<file path="config.mk">
export PLATFORM = sky130hd
export DESIGN_NAME = ohp_host_port
export DESIGN_NICKNAME = d
export VERILOG_FILES = /design/src/core/ohp_pkg.sv /design/src/core/ohp_chan_pins.sv /design/src/core/ohp_host_port.sv
export SDC_FILE = /design/constraint.sdc
export NUM_CORES = 1
export LEC_CHECK = 0
export BUFFER_PORTS_ARGS = -buffer_cell sky130_fd_sc_hd__buf_4
export CORE_MARGIN = 5
export CORE_UTILIZATION = 45
export DETAILED_ROUTE_END_ITERATION = 7
export HOLD_SLACK_MARGIN = 0.12
export SYNTH_ARGS = -nofsm -noshare
export SYNTH_HDL_FRONTEND = slang
export SYNTH_HIERARCHICAL = 1
export SYNTH_SLANG_ARGS = --single-unit
</file>
<file path="constraint.sdc">
create_clock -name clk -period 2.9 [get_ports clk]
set_clock_uncertainty 0.2 [all_clocks]
set_input_delay 0.145 -clock clk [delete_from_list [all_inputs] [get_ports clk]]
set_output_delay 0.145 -clock clk [all_outputs]
set_load 0.1 [all_outputs]
</file>
<file path="src/core/ohp_pkg.sv">
// ohp_pkg: constants, types and register layout of the octal uart host bus port
// assumes: consumed by ohp_host_port and ohp_chan_pins, nothing imported
package ohp_pkg;

  // ==========================================================================
  // sizes
  localparam int NUM_CH = 8;
  localparam int ADDR_W = 8;
  localparam int DATA_W = 8;
  localparam int CH_SEL_W = 3;
  localparam int PANEL_W = 2;

  // ==========================================================================
  // address fields
  localparam int CH_SEL_LO = 3;
  localparam int REG_SEL_LO = 0;
  localparam int PANEL_LO = 6;

  // ==========================================================================
  // per-channel register indices inside the selected channel
  localparam logic [2:0] REG_MODEM_CTRL = 3'h4;
  localparam logic [2:0] REG_AUTO_TOGGLE = 3'h5;
  localparam logic [2:0] REG_EXTRA_FEAT = 3'h6;

  // option register offsets on the low six address lines
  localparam logic [5:0] OPT_IRQ_MASK = 6'h00;
  localparam logic [5:0] OPT_IRQ_POLL = 6'h01;

  // ==========================================================================
  // field positions
  localparam int MODEM_IRQ_EN_BIT = 3;
  localparam int FEAT_IRQ_OFF_BIT = 4;
  localparam int FEAT_IRQ_POL_BIT = 5;
  localparam int TOGGLE_MODE_LO = 0;
  localparam int TOGGLE_TX_AUTO_BIT = 4;
  localparam int TOGGLE_TX_LVL_BIT = 5;
  localparam int TOGGLE_RX_AUTO_BIT = 6;
  localparam int TOGGLE_RX_LVL_BIT = 7;

  // pin modes held in auto_toggle_ctrl[1:0]
  localparam logic [1:0] PIN_MODE_READY = 2'h0;
  localparam logic [1:0] PIN_MODE_ENABLE = 2'h3;

  // ==========================================================================
  // reset values and the unmapped read value
  localparam logic [7:0] MODEM_CTRL_RESET = 8'h00;
  localparam logic [7:0] AUTO_TOGGLE_RESET = 8'h00;
  localparam logic [7:0] EXTRA_FEAT_RESET = 8'h00;
  localparam logic [7:0] IRQ_MASK_RESET = 8'h00;
  localparam logic [7:0] UNMAPPED_READ = 8'h00;

  // ==========================================================================
  // sampled host pins travel together through the synchroniser
  typedef struct packed {
    logic [7:0] addr;
    logic [7:0] data;
    logic read_strobe_n;
    logic write_strobe_n;
    logic channel_select_n;
    logic option_select_n;
    logic multi_panel_mode;
    logic [1:0] panel_id;
  } ohp_pins_s;

  localparam ohp_pins_s PINS_IDLE = '{8'h00, 8'h00, 1'b1, 1'b1, 1'b1, 1'b1, 1'b0, 2'h0};

  // host access sequencer
  typedef enum logic [1:0] {ACC_IDLE, ACC_READ, ACC_WRITE} ohp_acc_e;

endpackage

</file>
<file path="src/core/ohp_chan_pins.sv">
// ohp_chan_pins: ready / enable pin pair of one uart channel
// assumes: status inputs come from the channel core on the same clock
`timescale 1ns/1ps
`default_nettype none
module ohp_chan_pins (
  input wire logic clk,
  input wire logic reset,
  input wire logic [7:0] auto_toggle_ctrl,
  input wire logic tx_fifo_ready,
  input wire logic rx_fifo_ready,
  input wire logic tx_busy,
  output logic tx_pin_q,
  output logic rx_pin_q
);

  // ==========================================================================
  // field decode
  logic [1:0] mode;
  logic tx_auto, tx_lvl, rx_auto, rx_lvl;
  logic tx_pin_d, rx_pin_d;
  assign mode = auto_toggle_ctrl[ohp_pkg::TOGGLE_MODE_LO +: 2];
  assign tx_auto = auto_toggle_ctrl[ohp_pkg::TOGGLE_TX_AUTO_BIT];
  assign tx_lvl = auto_toggle_ctrl[ohp_pkg::TOGGLE_TX_LVL_BIT];
  assign rx_auto = auto_toggle_ctrl[ohp_pkg::TOGGLE_RX_AUTO_BIT];
  assign rx_lvl = auto_toggle_ctrl[ohp_pkg::TOGGLE_RX_LVL_BIT];

  // ==========================================================================
  // next pin values; the unused codes 01/10 keep ready behaviour so the pin
  // never floats into an undefined meaning
  always_comb begin
    if (mode == ohp_pkg::PIN_MODE_ENABLE) begin
      // auto-toggle: drive level while sending, its inverse once done
      tx_pin_d = tx_auto ? (tx_busy ? tx_lvl : ~tx_lvl) : tx_lvl;
      // with rx auto-toggle the receiver is opened only while our own transmitter is quiet
      rx_pin_d = rx_auto ? (tx_busy ? ~rx_lvl : rx_lvl) : rx_lvl;
    end else begin
      tx_pin_d = ~tx_fifo_ready;
      rx_pin_d = ~rx_fifo_ready;
    end
  end

  // registered so the pins never glitch on status changes
  always_ff @(posedge clk) begin
    if (reset) begin
      tx_pin_q <= 1'b1;
      rx_pin_q <= 1'b1;
    end else begin
      tx_pin_q <= tx_pin_d;
      rx_pin_q <= rx_pin_d;
    end
  end

  // ==========================================================================
  // checks
  tx_static_level_a: assert property (@(posedge clk) disable iff (reset)
    (mode == ohp_pkg::PIN_MODE_ENABLE && !tx_auto) |=> (tx_pin_q == $past(tx_lvl)))
    else $error("tx enable not at static level");
  rx_ready_follow_a: assert property (@(posedge clk) disable iff (reset)
    (mode == ohp_pkg::PIN_MODE_READY) |=> (rx_pin_q == !$past(rx_fifo_ready)))
    else $error("rx ready pin does not follow buffer state");
  tx_auto_done_a: assert property (@(posedge clk) disable iff (reset)
    (mode == ohp_pkg::PIN_MODE_ENABLE && tx_auto && $fell(tx_busy)) |=> (tx_pin_q != tx_lvl))
    else $error("tx enable still asserted after transmission");
  tx_auto_cov: cover property (@(posedge clk) disable iff (reset)
    mode == ohp_pkg::PIN_MODE_ENABLE && tx_auto && tx_busy ##1 !tx_busy);

endmodule
`default_nettype wire

</file>
<file path="src/core/ohp_host_port.sv">
// ohp_host_port: parallel host port of an eight channel uart
// holds address decode, strobes, option registers, global interrupt merge
// and the per-channel ready / enable pins.
// assumes: host pins are asynchronous and sampled through two flops; the
// channel status inputs come from the uart cores on clk.
//
// Chosen here: strobed register access and the address map.
`timescale 1ns/1ps
`default_nettype none

// Function
// normal mode ignores two top address lines
// a[5:3] pick channel, a[2:0] register
// multi-panel mode matches a[7:6] to panel
// selected read drives addressed register out
// selected write stores bus data in register
// channel select gates uart register transfers
// option select reaches option registers, multi-panel
// transceiver enable low while driving, multi-panel
// channel irq counts if modem bit3, feature bit4 clear
// extra-feature bit 5 sets irq polarity
// poll register shows irqs, mask gates them
// tx pin ready at 00, enable at 11
// tx ready follows transmit buffer state
// tx enable static or auto-toggle, level bit5
// rx pin ready at 00, enable at 11
// rx ready follows receive buffer state
// rx enable static or auto-toggle, level bit7
// data bus released unless returning read data
// auto-toggle asserts while sending, drops after
// unselected strobes change nothing at all
module ohp_host_port #(
  parameter int NUM_CH = ohp_pkg::NUM_CH
) (
  input wire logic clk,
  input wire logic reset,
  input wire logic [7:0] addr,
  input wire logic [7:0] data_in,
  output logic [7:0] data_out,
  output logic data_oe,
  input wire logic read_strobe_n,
  input wire logic write_strobe_n,
  input wire logic channel_select_n,
  input wire logic option_select_n,
  input wire logic multi_panel_mode,
  input wire logic [1:0] panel_id,
  output logic transceiver_enable_n,
  output logic global_irq,
  input wire logic [NUM_CH-1:0] channel_irq,
  input wire logic [NUM_CH-1:0] tx_fifo_ready,
  input wire logic [NUM_CH-1:0] rx_fifo_ready,
  input wire logic [NUM_CH-1:0] tx_busy,
  output logic [NUM_CH-1:0] tx_ready_n,
  output logic [NUM_CH-1:0] rx_ready_n
);

  // ==========================================================================
  // elaboration check: the decode carries exactly eight channels
  if (NUM_CH != ohp_pkg::NUM_CH) begin : g_bad_num_ch
    $error("ohp_host_port serves exactly eight channels");
  end

  // ==========================================================================
  // pin synchroniser; stage one is read only by stage two
  ohp_pkg::ohp_pins_s pins_raw;
  ohp_pkg::ohp_pins_s pins_meta_q;
  ohp_pkg::ohp_pins_s pins_q;

  assign pins_raw = '{addr, data_in, read_strobe_n, write_strobe_n,
                      channel_select_n, option_select_n, multi_panel_mode, panel_id};

  always_ff @(posedge clk) begin
    if (reset) begin
      pins_meta_q <= ohp_pkg::PINS_IDLE;
      pins_q <= ohp_pkg::PINS_IDLE;
    end else begin
      pins_meta_q <= pins_raw;
      pins_q <= pins_meta_q;
    end
  end

  // ==========================================================================
  // address decode on the synchronised pins
  logic panel_hit;
  logic uart_sel;
  logic opt_sel;
  logic any_sel;
  logic [ohp_pkg::CH_SEL_W-1:0] chan;
  logic [2:0] reg_idx;
  logic [5:0] low_addr;

  // normal mode never looks at the top two lines
  assign panel_hit = !pins_q.multi_panel_mode ||
    (pins_q.addr[ohp_pkg::PANEL_LO +: ohp_pkg::PANEL_W] == pins_q.panel_id);
  assign chan = pins_q.addr[ohp_pkg::CH_SEL_LO +: ohp_pkg::CH_SEL_W];
  assign reg_idx = pins_q.addr[ohp_pkg::REG_SEL_LO +: 3];
  assign low_addr = pins_q.addr[5:0];
  // channel select wins if a host asserts both selects together
  assign uart_sel = !pins_q.channel_select_n && panel_hit;
  assign opt_sel = pins_q.multi_panel_mode && !pins_q.option_select_n && panel_hit
                   && pins_q.channel_select_n;
  assign any_sel = uart_sel || opt_sel;

  // ==========================================================================
  // register storage: per-channel flip-flops indexed by channel, one mask register, a wired poll value
  logic [7:0] modem_control_reg_q [NUM_CH];
  logic [7:0] auto_toggle_ctrl_q [NUM_CH];
  logic [7:0] extra_feature_reg_q [NUM_CH];
  logic [7:0] irq_mask_reg_q;
  logic [NUM_CH-1:0] irq_poll_reg;

  // ==========================================================================
  // access sequencer: a strobe edge starts an access, its release ends it
  ohp_pkg::ohp_acc_e acc_q;
  logic acc_opt_q;
  logic [2:0] acc_chan_q;
  logic [5:0] acc_addr_q;
  logic [7:0] wdata_q;
  logic commit;

  // write commits on the trailing edge of the strobe, when data is settled
  assign commit = (acc_q == ohp_pkg::ACC_WRITE) && pins_q.write_strobe_n;

  always_ff @(posedge clk) begin
    if (reset) begin
      acc_q <= ohp_pkg::ACC_IDLE;
    end else begin
      unique case (acc_q)
        ohp_pkg::ACC_IDLE: begin
          if (any_sel && !pins_q.read_strobe_n) begin
            acc_q <= ohp_pkg::ACC_READ;
          end else if (any_sel && !pins_q.write_strobe_n) begin
            acc_q <= ohp_pkg::ACC_WRITE;
          end
        end
        ohp_pkg::ACC_READ: begin
          // dropping the select also ends the read, so the bus is freed
          if (pins_q.read_strobe_n || !any_sel) begin
            acc_q <= ohp_pkg::ACC_IDLE;
          end
        end
        ohp_pkg::ACC_WRITE: begin
          if (pins_q.write_strobe_n) begin
            acc_q <= ohp_pkg::ACC_IDLE;
          end
        end
      endcase
    end
  end

  // target of the access is frozen at its start
  always_ff @(posedge clk) begin
    if (reset) begin
      acc_opt_q <= 1'b0;
      acc_chan_q <= 3'h0;
      acc_addr_q <= 6'h00;
    end else if (acc_q == ohp_pkg::ACC_IDLE && any_sel) begin
      acc_opt_q <= opt_sel;
      acc_chan_q <= chan;
      acc_addr_q <= low_addr;
    end
  end

  // data is sampled every cycle the strobe is low while selected or in a write; the last sample is kept
  always_ff @(posedge clk) begin
    if (reset) begin
      wdata_q <= 8'h00;
    end else if (!pins_q.write_strobe_n && (acc_q == ohp_pkg::ACC_WRITE || any_sel)) begin
      wdata_q <= pins_q.data;
    end
  end

  // ==========================================================================
  // channel registers written by the host
  always_ff @(posedge clk) begin
    if (reset) begin
      for (int i = 0; i < NUM_CH; i++) begin
        modem_control_reg_q[i] <= ohp_pkg::MODEM_CTRL_RESET;
        auto_toggle_ctrl_q[i] <= ohp_pkg::AUTO_TOGGLE_RESET;
        extra_feature_reg_q[i] <= ohp_pkg::EXTRA_FEAT_RESET;
      end
    end else if (commit && !acc_opt_q) begin
      unique case (acc_addr_q[2:0])
        ohp_pkg::REG_MODEM_CTRL: modem_control_reg_q[acc_chan_q] <= wdata_q;
        ohp_pkg::REG_AUTO_TOGGLE: auto_toggle_ctrl_q[acc_chan_q] <= wdata_q;
        ohp_pkg::REG_EXTRA_FEAT: extra_feature_reg_q[acc_chan_q] <= wdata_q;
        default: ; // other channel registers live in the uart core
      endcase
    end
  end

  // option mask register; the poll register is read only
  always_ff @(posedge clk) begin
    if (reset) begin
      irq_mask_reg_q <= ohp_pkg::IRQ_MASK_RESET;
    end else if (commit && acc_opt_q && acc_addr_q == ohp_pkg::OPT_IRQ_MASK) begin
      irq_mask_reg_q <= wdata_q;
    end
  end

  // ==========================================================================
  // read mux, evaluated on the live decode at the start of a read
  logic [7:0] rd_val;

  always_comb begin
    rd_val = ohp_pkg::UNMAPPED_READ;
    if (opt_sel) begin
      if (low_addr == ohp_pkg::OPT_IRQ_MASK) begin
        rd_val = irq_mask_reg_q;
      end else if (low_addr == ohp_pkg::OPT_IRQ_POLL) begin
        rd_val = irq_poll_reg;
      end
    end else begin
      unique case (reg_idx)
        ohp_pkg::REG_MODEM_CTRL: rd_val = modem_control_reg_q[chan];
        ohp_pkg::REG_AUTO_TOGGLE: rd_val = auto_toggle_ctrl_q[chan];
        ohp_pkg::REG_EXTRA_FEAT: rd_val = extra_feature_reg_q[chan];
        default: rd_val = ohp_pkg::UNMAPPED_READ;
      endcase
    end
  end

  // data bus driver: value captured once, enable held through the read
  logic start_read;
  assign start_read = (acc_q == ohp_pkg::ACC_IDLE) && any_sel && !pins_q.read_strobe_n;

  always_ff @(posedge clk) begin
    if (reset) begin
      data_out <= 8'h00;
    end else if (start_read) begin
      data_out <= rd_val;
    end
  end

  // enable drops the cycle the read ends, so the bus is released promptly
  always_ff @(posedge clk) begin
    if (reset) begin
      data_oe <= 1'b0;
      transceiver_enable_n <= 1'b1;
    end else begin
      data_oe <= start_read ||
                 (acc_q == ohp_pkg::ACC_READ && !pins_q.read_strobe_n && any_sel);
      transceiver_enable_n <= !(pins_q.multi_panel_mode && (start_read ||
                 (acc_q == ohp_pkg::ACC_READ && !pins_q.read_strobe_n && any_sel)));
    end
  end

  // ==========================================================================
  // interrupt merge
  logic [NUM_CH-1:0] irq_enabled;
  logic irq_any;
  logic irq_pol;

  // the polarity is taken from channel zero's extra-feature register
  assign irq_pol = extra_feature_reg_q[0][ohp_pkg::FEAT_IRQ_POL_BIT];

  for (genvar c = 0; c < NUM_CH; c++) begin : g_irq
    assign irq_enabled[c] = channel_irq[c] &&
      modem_control_reg_q[c][ohp_pkg::MODEM_IRQ_EN_BIT] &&
      !extra_feature_reg_q[c][ohp_pkg::FEAT_IRQ_OFF_BIT];
    // every channel is watched, so a wrong index in the merge is caught
    irq_gate_a: assert property (@(posedge clk) disable iff (reset)
      (channel_irq[c] && !modem_control_reg_q[c][ohp_pkg::MODEM_IRQ_EN_BIT])
      |-> !irq_enabled[c])
      else $error("disabled channel interrupt reached merge");
  end

  // poll shows raw channel state; a mask bit set blocks that channel
  assign irq_poll_reg = channel_irq;
  assign irq_any = |(irq_enabled & ~irq_mask_reg_q);

  // inactive level right out of reset is high, as polarity bit is zero;
  // a host that never touches polarity sees an active-low line
  always_ff @(posedge clk) begin
    if (reset) begin
      global_irq <= 1'b1;
    end else begin
      global_irq <= irq_pol ? irq_any : !irq_any;
    end
  end

  // ==========================================================================
  // per-channel ready / enable pins
  for (genvar c = 0; c < NUM_CH; c++) begin : g_pins
    ohp_chan_pins u_pins (
      .clk(clk),
      .reset(reset),
      .auto_toggle_ctrl(auto_toggle_ctrl_q[c]),
      .tx_fifo_ready(tx_fifo_ready[c]),
      .rx_fifo_ready(rx_fifo_ready[c]),
      .tx_busy(tx_busy[c]),
      .tx_pin_q(tx_ready_n[c]),
      .rx_pin_q(rx_ready_n[c])
    );
  end

  // ==========================================================================
  // checks; they watch the synchronised pins, two clocks behind the pads
  normal_top_ignored_a: assert property (@(posedge clk) disable iff (reset)
    (!pins_q.multi_panel_mode && !pins_q.channel_select_n) |-> uart_sel)
    else $error("normal mode access refused by top address lines");

  panel_mismatch_a: assert property (@(posedge clk) disable iff (reset)
    (pins_q.multi_panel_mode && pins_q.addr[7:6] != pins_q.panel_id) |-> !any_sel)
    else $error("foreign panel access accepted");

  read_drive_a: assert property (@(posedge clk) disable iff (reset)
    start_read |=> (data_oe && data_out == $past(rd_val)))
    else $error("read did not drive addressed register");

  write_store_a: assert property (@(posedge clk) disable iff (reset)
    (commit && acc_opt_q && acc_addr_q == ohp_pkg::OPT_IRQ_MASK)
    |=> (irq_mask_reg_q == $past(wdata_q)))
    else $error("mask register write lost");

  opt_normal_block_a: assert property (@(posedge clk) disable iff (reset)
    !pins_q.multi_panel_mode |-> !opt_sel)
    else $error("option select active in normal mode");

  buf_tracks_oe_a: assert property (@(posedge clk) disable iff (reset)
    (transceiver_enable_n == !(data_oe && $past(pins_q.multi_panel_mode))))
    else $error("transceiver enable disagrees with bus drive");

  irq_polarity_a: assert property (@(posedge clk) disable iff (reset)
    ##1 (global_irq == ($past(irq_pol) ? $past(irq_any) : !$past(irq_any))))
    else $error("global interrupt level wrong");

  mask_blocks_a: assert property (@(posedge clk) disable iff (reset)
    ((irq_enabled & ~irq_mask_reg_q) == '0) |=> (global_irq == !$past(irq_pol)))
    else $error("masked or quiet interrupts reached global output");

  bus_release_a: assert property (@(posedge clk) disable iff (reset)
    (acc_q != ohp_pkg::ACC_READ && !start_read) |=> !data_oe)
    else $error("data bus driven outside a read");

  unselected_quiet_a: assert property (@(posedge clk) disable iff (reset)
    (acc_q == ohp_pkg::ACC_IDLE && !any_sel) |=> (acc_q == ohp_pkg::ACC_IDLE))
    else $error("unselected strobe started an access");

  opt_read_cov: cover property (@(posedge clk) disable iff (reset) start_read && opt_sel);
  uart_write_cov: cover property (@(posedge clk) disable iff (reset) commit && !acc_opt_q);
  irq_fire_cov: cover property (@(posedge clk) disable iff (reset) irq_any && irq_pol);
  panel_refuse_cov: cover property (@(posedge clk) disable iff (reset)
    pins_q.multi_panel_mode && !pins_q.channel_select_n && !panel_hit);

endmodule
`default_nettype wire

</file>
Yosys cells after proc, flatten, opt, wreduce, memory -nomap -nowiden:

Memory sizes are Yosys's and may differ from the RTL's. A register that Yosys moved wholly into a read port is not among the register bits.
Index checks and enable logic that the tools add are counted.

* flip-flop bits (word level): 101
* input port bits: 57
* memories: 3
* memory bits (writable): 192
* logic and storage cells: 246

Memories
* auto_toggle_ctrl_q: depth 8, width 8, read ports 9, clocked after memory_dff 1, write ports 8, RTL line ohp_host_port.sv:107 `logic [7:0] auto_toggle_ctrl_q [NUM_CH];`
* extra_feature_reg_q: depth 8, width 8, read ports 9, clocked after memory_dff 1, write ports 8, RTL line ohp_host_port.sv:108 `logic [7:0] extra_feature_reg_q [NUM_CH];`
* modem_control_reg_q: depth 8, width 8, read ports 9, clocked after memory_dff 1, write ports 8, RTL line ohp_host_port.sv:106 `logic [7:0] modem_control_reg_q [NUM_CH];`

* reduce and logical (&&, ||, !) cells: 62
* eq/ne operators: 21
* bitwise logic cells: 34
* multiplexer cells: 84

Operators with widths (count)
* two-way mux 1 bit: 66
* two-way mux 8 bit: 6
* logical AND 1 bit: 32
* inverter 1 bit: 32
* OR reduction 8 bit: 4
* case mux 8 bit (3 select lines): 1
* == test 2 bit (second input constant): 9
* == test 3 bit (second input constant): 6
* two-way mux 3 bit: 6
* zero test 1 bit: 17
* zero test 6 bit: 2
* AND 8 bit: 1
* two-way mux 2 bit: 4
* inverter 8 bit: 1
* == test 6 x 1 -> 1 bit (second input constant): 1
* case mux 2 bit (3 select lines): 1
* logical OR 1 bit: 5
* inequality test 2 bit (second input constant): 2
* inequality test 3 bit (second input constant): 1
* AND reduction 3 bit: 1
* == test 2 x 1 -> 1 bit (second input constant): 1
* == test 2 bit: 1
* zero test 2 bit: 1

Depth between registers and ports, before layout:

* depth after elaboration: 10
* depth in mapped cells: 8

Cells and area by module:

The synthesis kept the hierarchy.

Modules (own cells, without submodules)
* ohp_host_port: cells each 894, instances 1, area an instance 11928.9 sq um, seq. area each 7407.1 sq um
* ohp_chan_pins: cells each 12, instances 8, area an instance 106.4 sq um, seq. area each 40.0 sq um

Worst setup path after synthesis:

OpenSTA, ideal clock, no wires.

* kind: flip-flop to flip-flop
* from: reg acc_q[0]
* to: mem auto_toggle_ctrl_q[0][0] (enable)
* data arrival time: 1.703 ns
* required time: 2.391 ns
* slack: 0.687 ns
* stages on the path, launching flop included: 8
* path through: dfxtp_1 > inv_1 > ha_1 > nand2_1 > nor4b_2 > nand3b_1 > nor2_1 > or2_2

RTL lines
* from (decl): RTL line ohp_host_port.sv:114 `ohp_pkg::ohp_acc_e acc_q;`
* from (signal assigned): RTL line ohp_host_port.sv:126 `acc_q <= ohp_pkg::ACC_IDLE;`
* from (signal assigned): RTL line ohp_host_port.sv:131 `acc_q <= ohp_pkg::ACC_READ;`
* from (signal assigned): RTL line ohp_host_port.sv:133 `acc_q <= ohp_pkg::ACC_WRITE;`
* to (decl): RTL line ohp_host_port.sv:107

Worst setup path after layout:

* from: reg pins_q, in the netlist chan[0]
* to: reg data_out[6]

* word-level cells in the longest chain between the ends: 4
* elaborated cells between the ends (all ways): 5
* classes of those cells: 1 x eq/ne; 3 x mux; 1 x reduce/logical

RTL lines
* from (decl): RTL line ohp_host_port.sv:67 `ohp_pkg::ohp_pins_s pins_q;`
* from (signal assigned): RTL line ohp_host_port.sv:75 `pins_q <= ohp_pkg::PINS_IDLE;`
* from (signal assigned): RTL line ohp_host_port.sv:78 `pins_q <= pins_meta_q;`
* == test 6 x 1 -> 1 bit: RTL line ohp_host_port.sv:210 `end else if (low_addr == ohp_pkg::OPT_IRQ_POLL) begin`
* two-way mux 8 bit: RTL line ohp_host_port.sv:210
* two-way mux 8 bit (*): RTL line ohp_host_port.sv:208 `if (low_addr == ohp_pkg::OPT_IRQ_MASK) begin`
* two-way mux 8 bit (*): RTL line ohp_host_port.sv:207 `if (opt_sel) begin`
* to (signal assigned): RTL line ohp_host_port.sv:231 `data_out <= rd_val;`
* to (decl): RTL line ohp_host_port.sv:39 `output logic [7:0] data_out,`

Mark *: on every way between the ends. The rest lies on a longest branch, timed or not.
A chain may end at the register's enable or synchronous reset.

==> summary.txt <==
Status
  • Status: finished clean

Power
  • Leak: 5.98 nW
  • Power Total: 9.09 mW
  • Cell Pwr Density: 567 nW/um2
  • VDD IR max: 0.429 mV

Placed design
  • Dpl ws: 348 ps
  • Final GP Congestion: 0.886
  • # placed instances: 1451
  • Dpl hpwl: 23000 um
  • Port Buffers: 83

Timing
  • RSZ-0062 raised after global routing: no
  • Worst-margin pin slew: 640 ps
  • Max_slew headroom: 57.2%
  • Setup ws final: 334 ps
  • Setup Viol. Count Final: 0
  • Fmax: 390 MHz
  • Fin. Hold Viols: 0
  • Setup TNS Final: 0 ps
  • Period minus WS final: 2570 ps
  • Max-slew violation count: 0
  • Tcrit/Tclk final: 88.5%
  • WHS: 209 ps

Critical path
  • Crit Path Max Fanout: 12
  • Setup crit end kind: flop
  • Required time of the critical path: 3130 ps
  • Worst setup SP type: flop
  • Critical Path AT: 2800 ps
  • Crit Path Category: flop to flop

Route
  • Antenna viol nets, final: 0
  • Drt drc: 0
  • Iter 0 DRT Violations: 656
  • Via/cell ratio: 5.24
  • Final wirelength: 33900 um
  • WL/cell: 21.1 um
  • Pre-Repair DR Iteration Count: 5
  • Via count: 8417

Die
  • I/O pin cnt: 84
  • # rows: 61
  • Initial Util: 45.7%
  • Die Span Y: 179 um
  • Die area: 31900 um2
  • Core Area: 27900 um2
  • Die width: 179 um

CTS
  • Clock Tree Buf Depth: 3
  • Number of buffers created by CTS: 31
  • Clock root buffer: clkbuf_16
  • Clk sinks: 290
  • TritonCTS clock tree: done
  • H-tree Lvls: 1
  • Worst skew pair latency: 560 ps
  • Clock-pin slew on the worst setup and hold paths: 60 ps

Logic synthesis
  • FF+latch count, synth: 290
  • EDFF count, synth: 192
  • Largest cells by area after synthesis: edfxtp_1 45%, dfxtp_1 15%, and2_1 9.8%
  • Primary FF master, synth: edfxtp_1
  • Syn avg cell area: 12.9 um2
  • Syn_nets: 1050
  • Top-count cell post-synth: and2_1
  • Netlist cell types: 56
  • Synth warnings: 6
  • Synth Instances: 990
  • Asr flop ratio synth: 0%
  • Post-synth top cells: 201 x and2_1, 192 x edfxtp_1, 98 x dfxtp_1
  • Largest area contributor in the netlist: edfxtp_1
  • Mapped cell area: 12800 um2
  • Post-synthesis sequential area ratio: 60.5%
  • Top-area cell type share of the netlist area: 45.1%

GRT
  • Global route total overflow: 0
  • Vias in the first global route: 8575
  • Initial antenna violation count: 0
  • GRT Resource Usage Total: 21.6%
  • First-pass GRT wire length: 51700 um
  • Largest net degree at the start of global routing: 132

Finish
  • Synth-to-Final Area Change: 25.5%
  • Multi-input logic area: 4800 um2
  • Layout cell share with drive strength beyond 1: 21.7%
  • Cell Count, Final, Fillers Out: 1607
  • Register Area: 7730 um2
  • Fillers: 2306
  • Layout net count: 1263

Hold path
  • Hold Crit Class: flop to flop

Flow run
  • Maxcap violations: 0
-- registers in the layout (all words and copies together) (netlist names), 2 cells and up --
name and flops:
g_pins.u_pins/rx_pin_q 8, acc_chan_q 3, modem_control_reg_q 64, wdata_q 8, low_addr 3, data_out 8
acc_addr_q 3, g_pins.u_pins/tx_pin_q 8, pins_q 17, acc_q 2, auto_toggle_ctrl_q 64, extra_feature_reg_q 64
irq_mask_reg_q 8, chan 3, pins_meta_q 23
-- path summary, 6_finish.rpt --
check / start / end / slack [ps] / cells after the start
setup / recovery: chan[0]$_SDFF_PP0_ / data_out[6]$_SDFFE_PP0P_ / 330 / 7
hold / removal: pins_meta_q[5]$_SDFF_PP1_ / pins_q[5]$_SDFF_PP1_ / 210 / 1
setup reg to reg: chan[0]$_SDFF_PP0_ / data_out[6]$_SDFFE_PP0P_ / 330 / 7
hold reg to reg: pins_meta_q[5]$_SDFF_PP1_ / pins_q[5]$_SDFF_PP1_ / 210 / 1
-- metal layers --
metal / vias up / share of wire (%) / global-route usage, %
li1: 3959 / - / -
met5: - / 0.086 / 0.801
met3: 56 / 6.1 / 3.52
met4: 2 / 2.7 / 5.47
met2: 273 / 49 / 36.8
met1: 4127 / 42 / 29.0
-- through the flow --
stage,utilization (%),area [um2]
after floorplan,-,12800
after global placement,50.5,14100
after detailed placement,50.5,14100
after CTS,57.4,16000
after global routing,57.4,16000
final,57.4,16000
-- what timing repair did --
item,CTS,global route
endpoints found under the setup margin,0,0
buffers inserted,0,0
resized for setup,0,0
hold buffers,97,0
endpoints found under the hold margin,90,0
-- final cells by class --
cell class / instances / area share, %
inverters: 2 / 0.0468
multi-input cells: 644 / 30.0
flip-flops and latches: 290 / 48.2
repair buffers: 234 / 12.9
clock buffers: 50 / 5.66
clock inverters: 8 / 0.304
diodes: 1 / 0.0156
well taps: 378 / 2.95
-- power by group --
group	internal (mW)	switching, mW	total (mW)
combinational	0.344	0.398	0.742
sequential	4.54	0.0856	4.62
clock	2.13	1.59	3.72
total	7.01	2.07	9.09
-- critical path: stages (launching register included) --
cell and delay [ps]:
dfxtp_2 550, buf_4 340, mux4_2 580, nor2_1 130, nor4_1 70, nor4_1 310, buf_4 180, o32ai_1 80
-- cells in the final DEF, fill, tap and decap left out, types with 24 or more instances in the layout --
cell,count
clkbuf_16,31
mux2i_1,44
dfxtp_1,96
buf_4,132
nand2_1,24
nor2_1,70
mux4_2,38
edfxtp_1,192
or2_2,32
nor2b_1,58
dlygate4sd3_1,97
and2_1,201
-- logic make-up after synthesis --
| family | Yosys count | share of synthesized area (%) |
|---|---|---|
| compound gates | 69 | 3.82 |
| flops | 290 | 60.5 |
| mux | 82 | 10.1 |
| buf+inv | 56 | 1.99 |
| fa+ha+maj | 3 | 0.294 |
| simple gates | 471 | 22.0 |
| xor+xnor | 19 | 1.30 |
(Power assumes the default switching activity.)
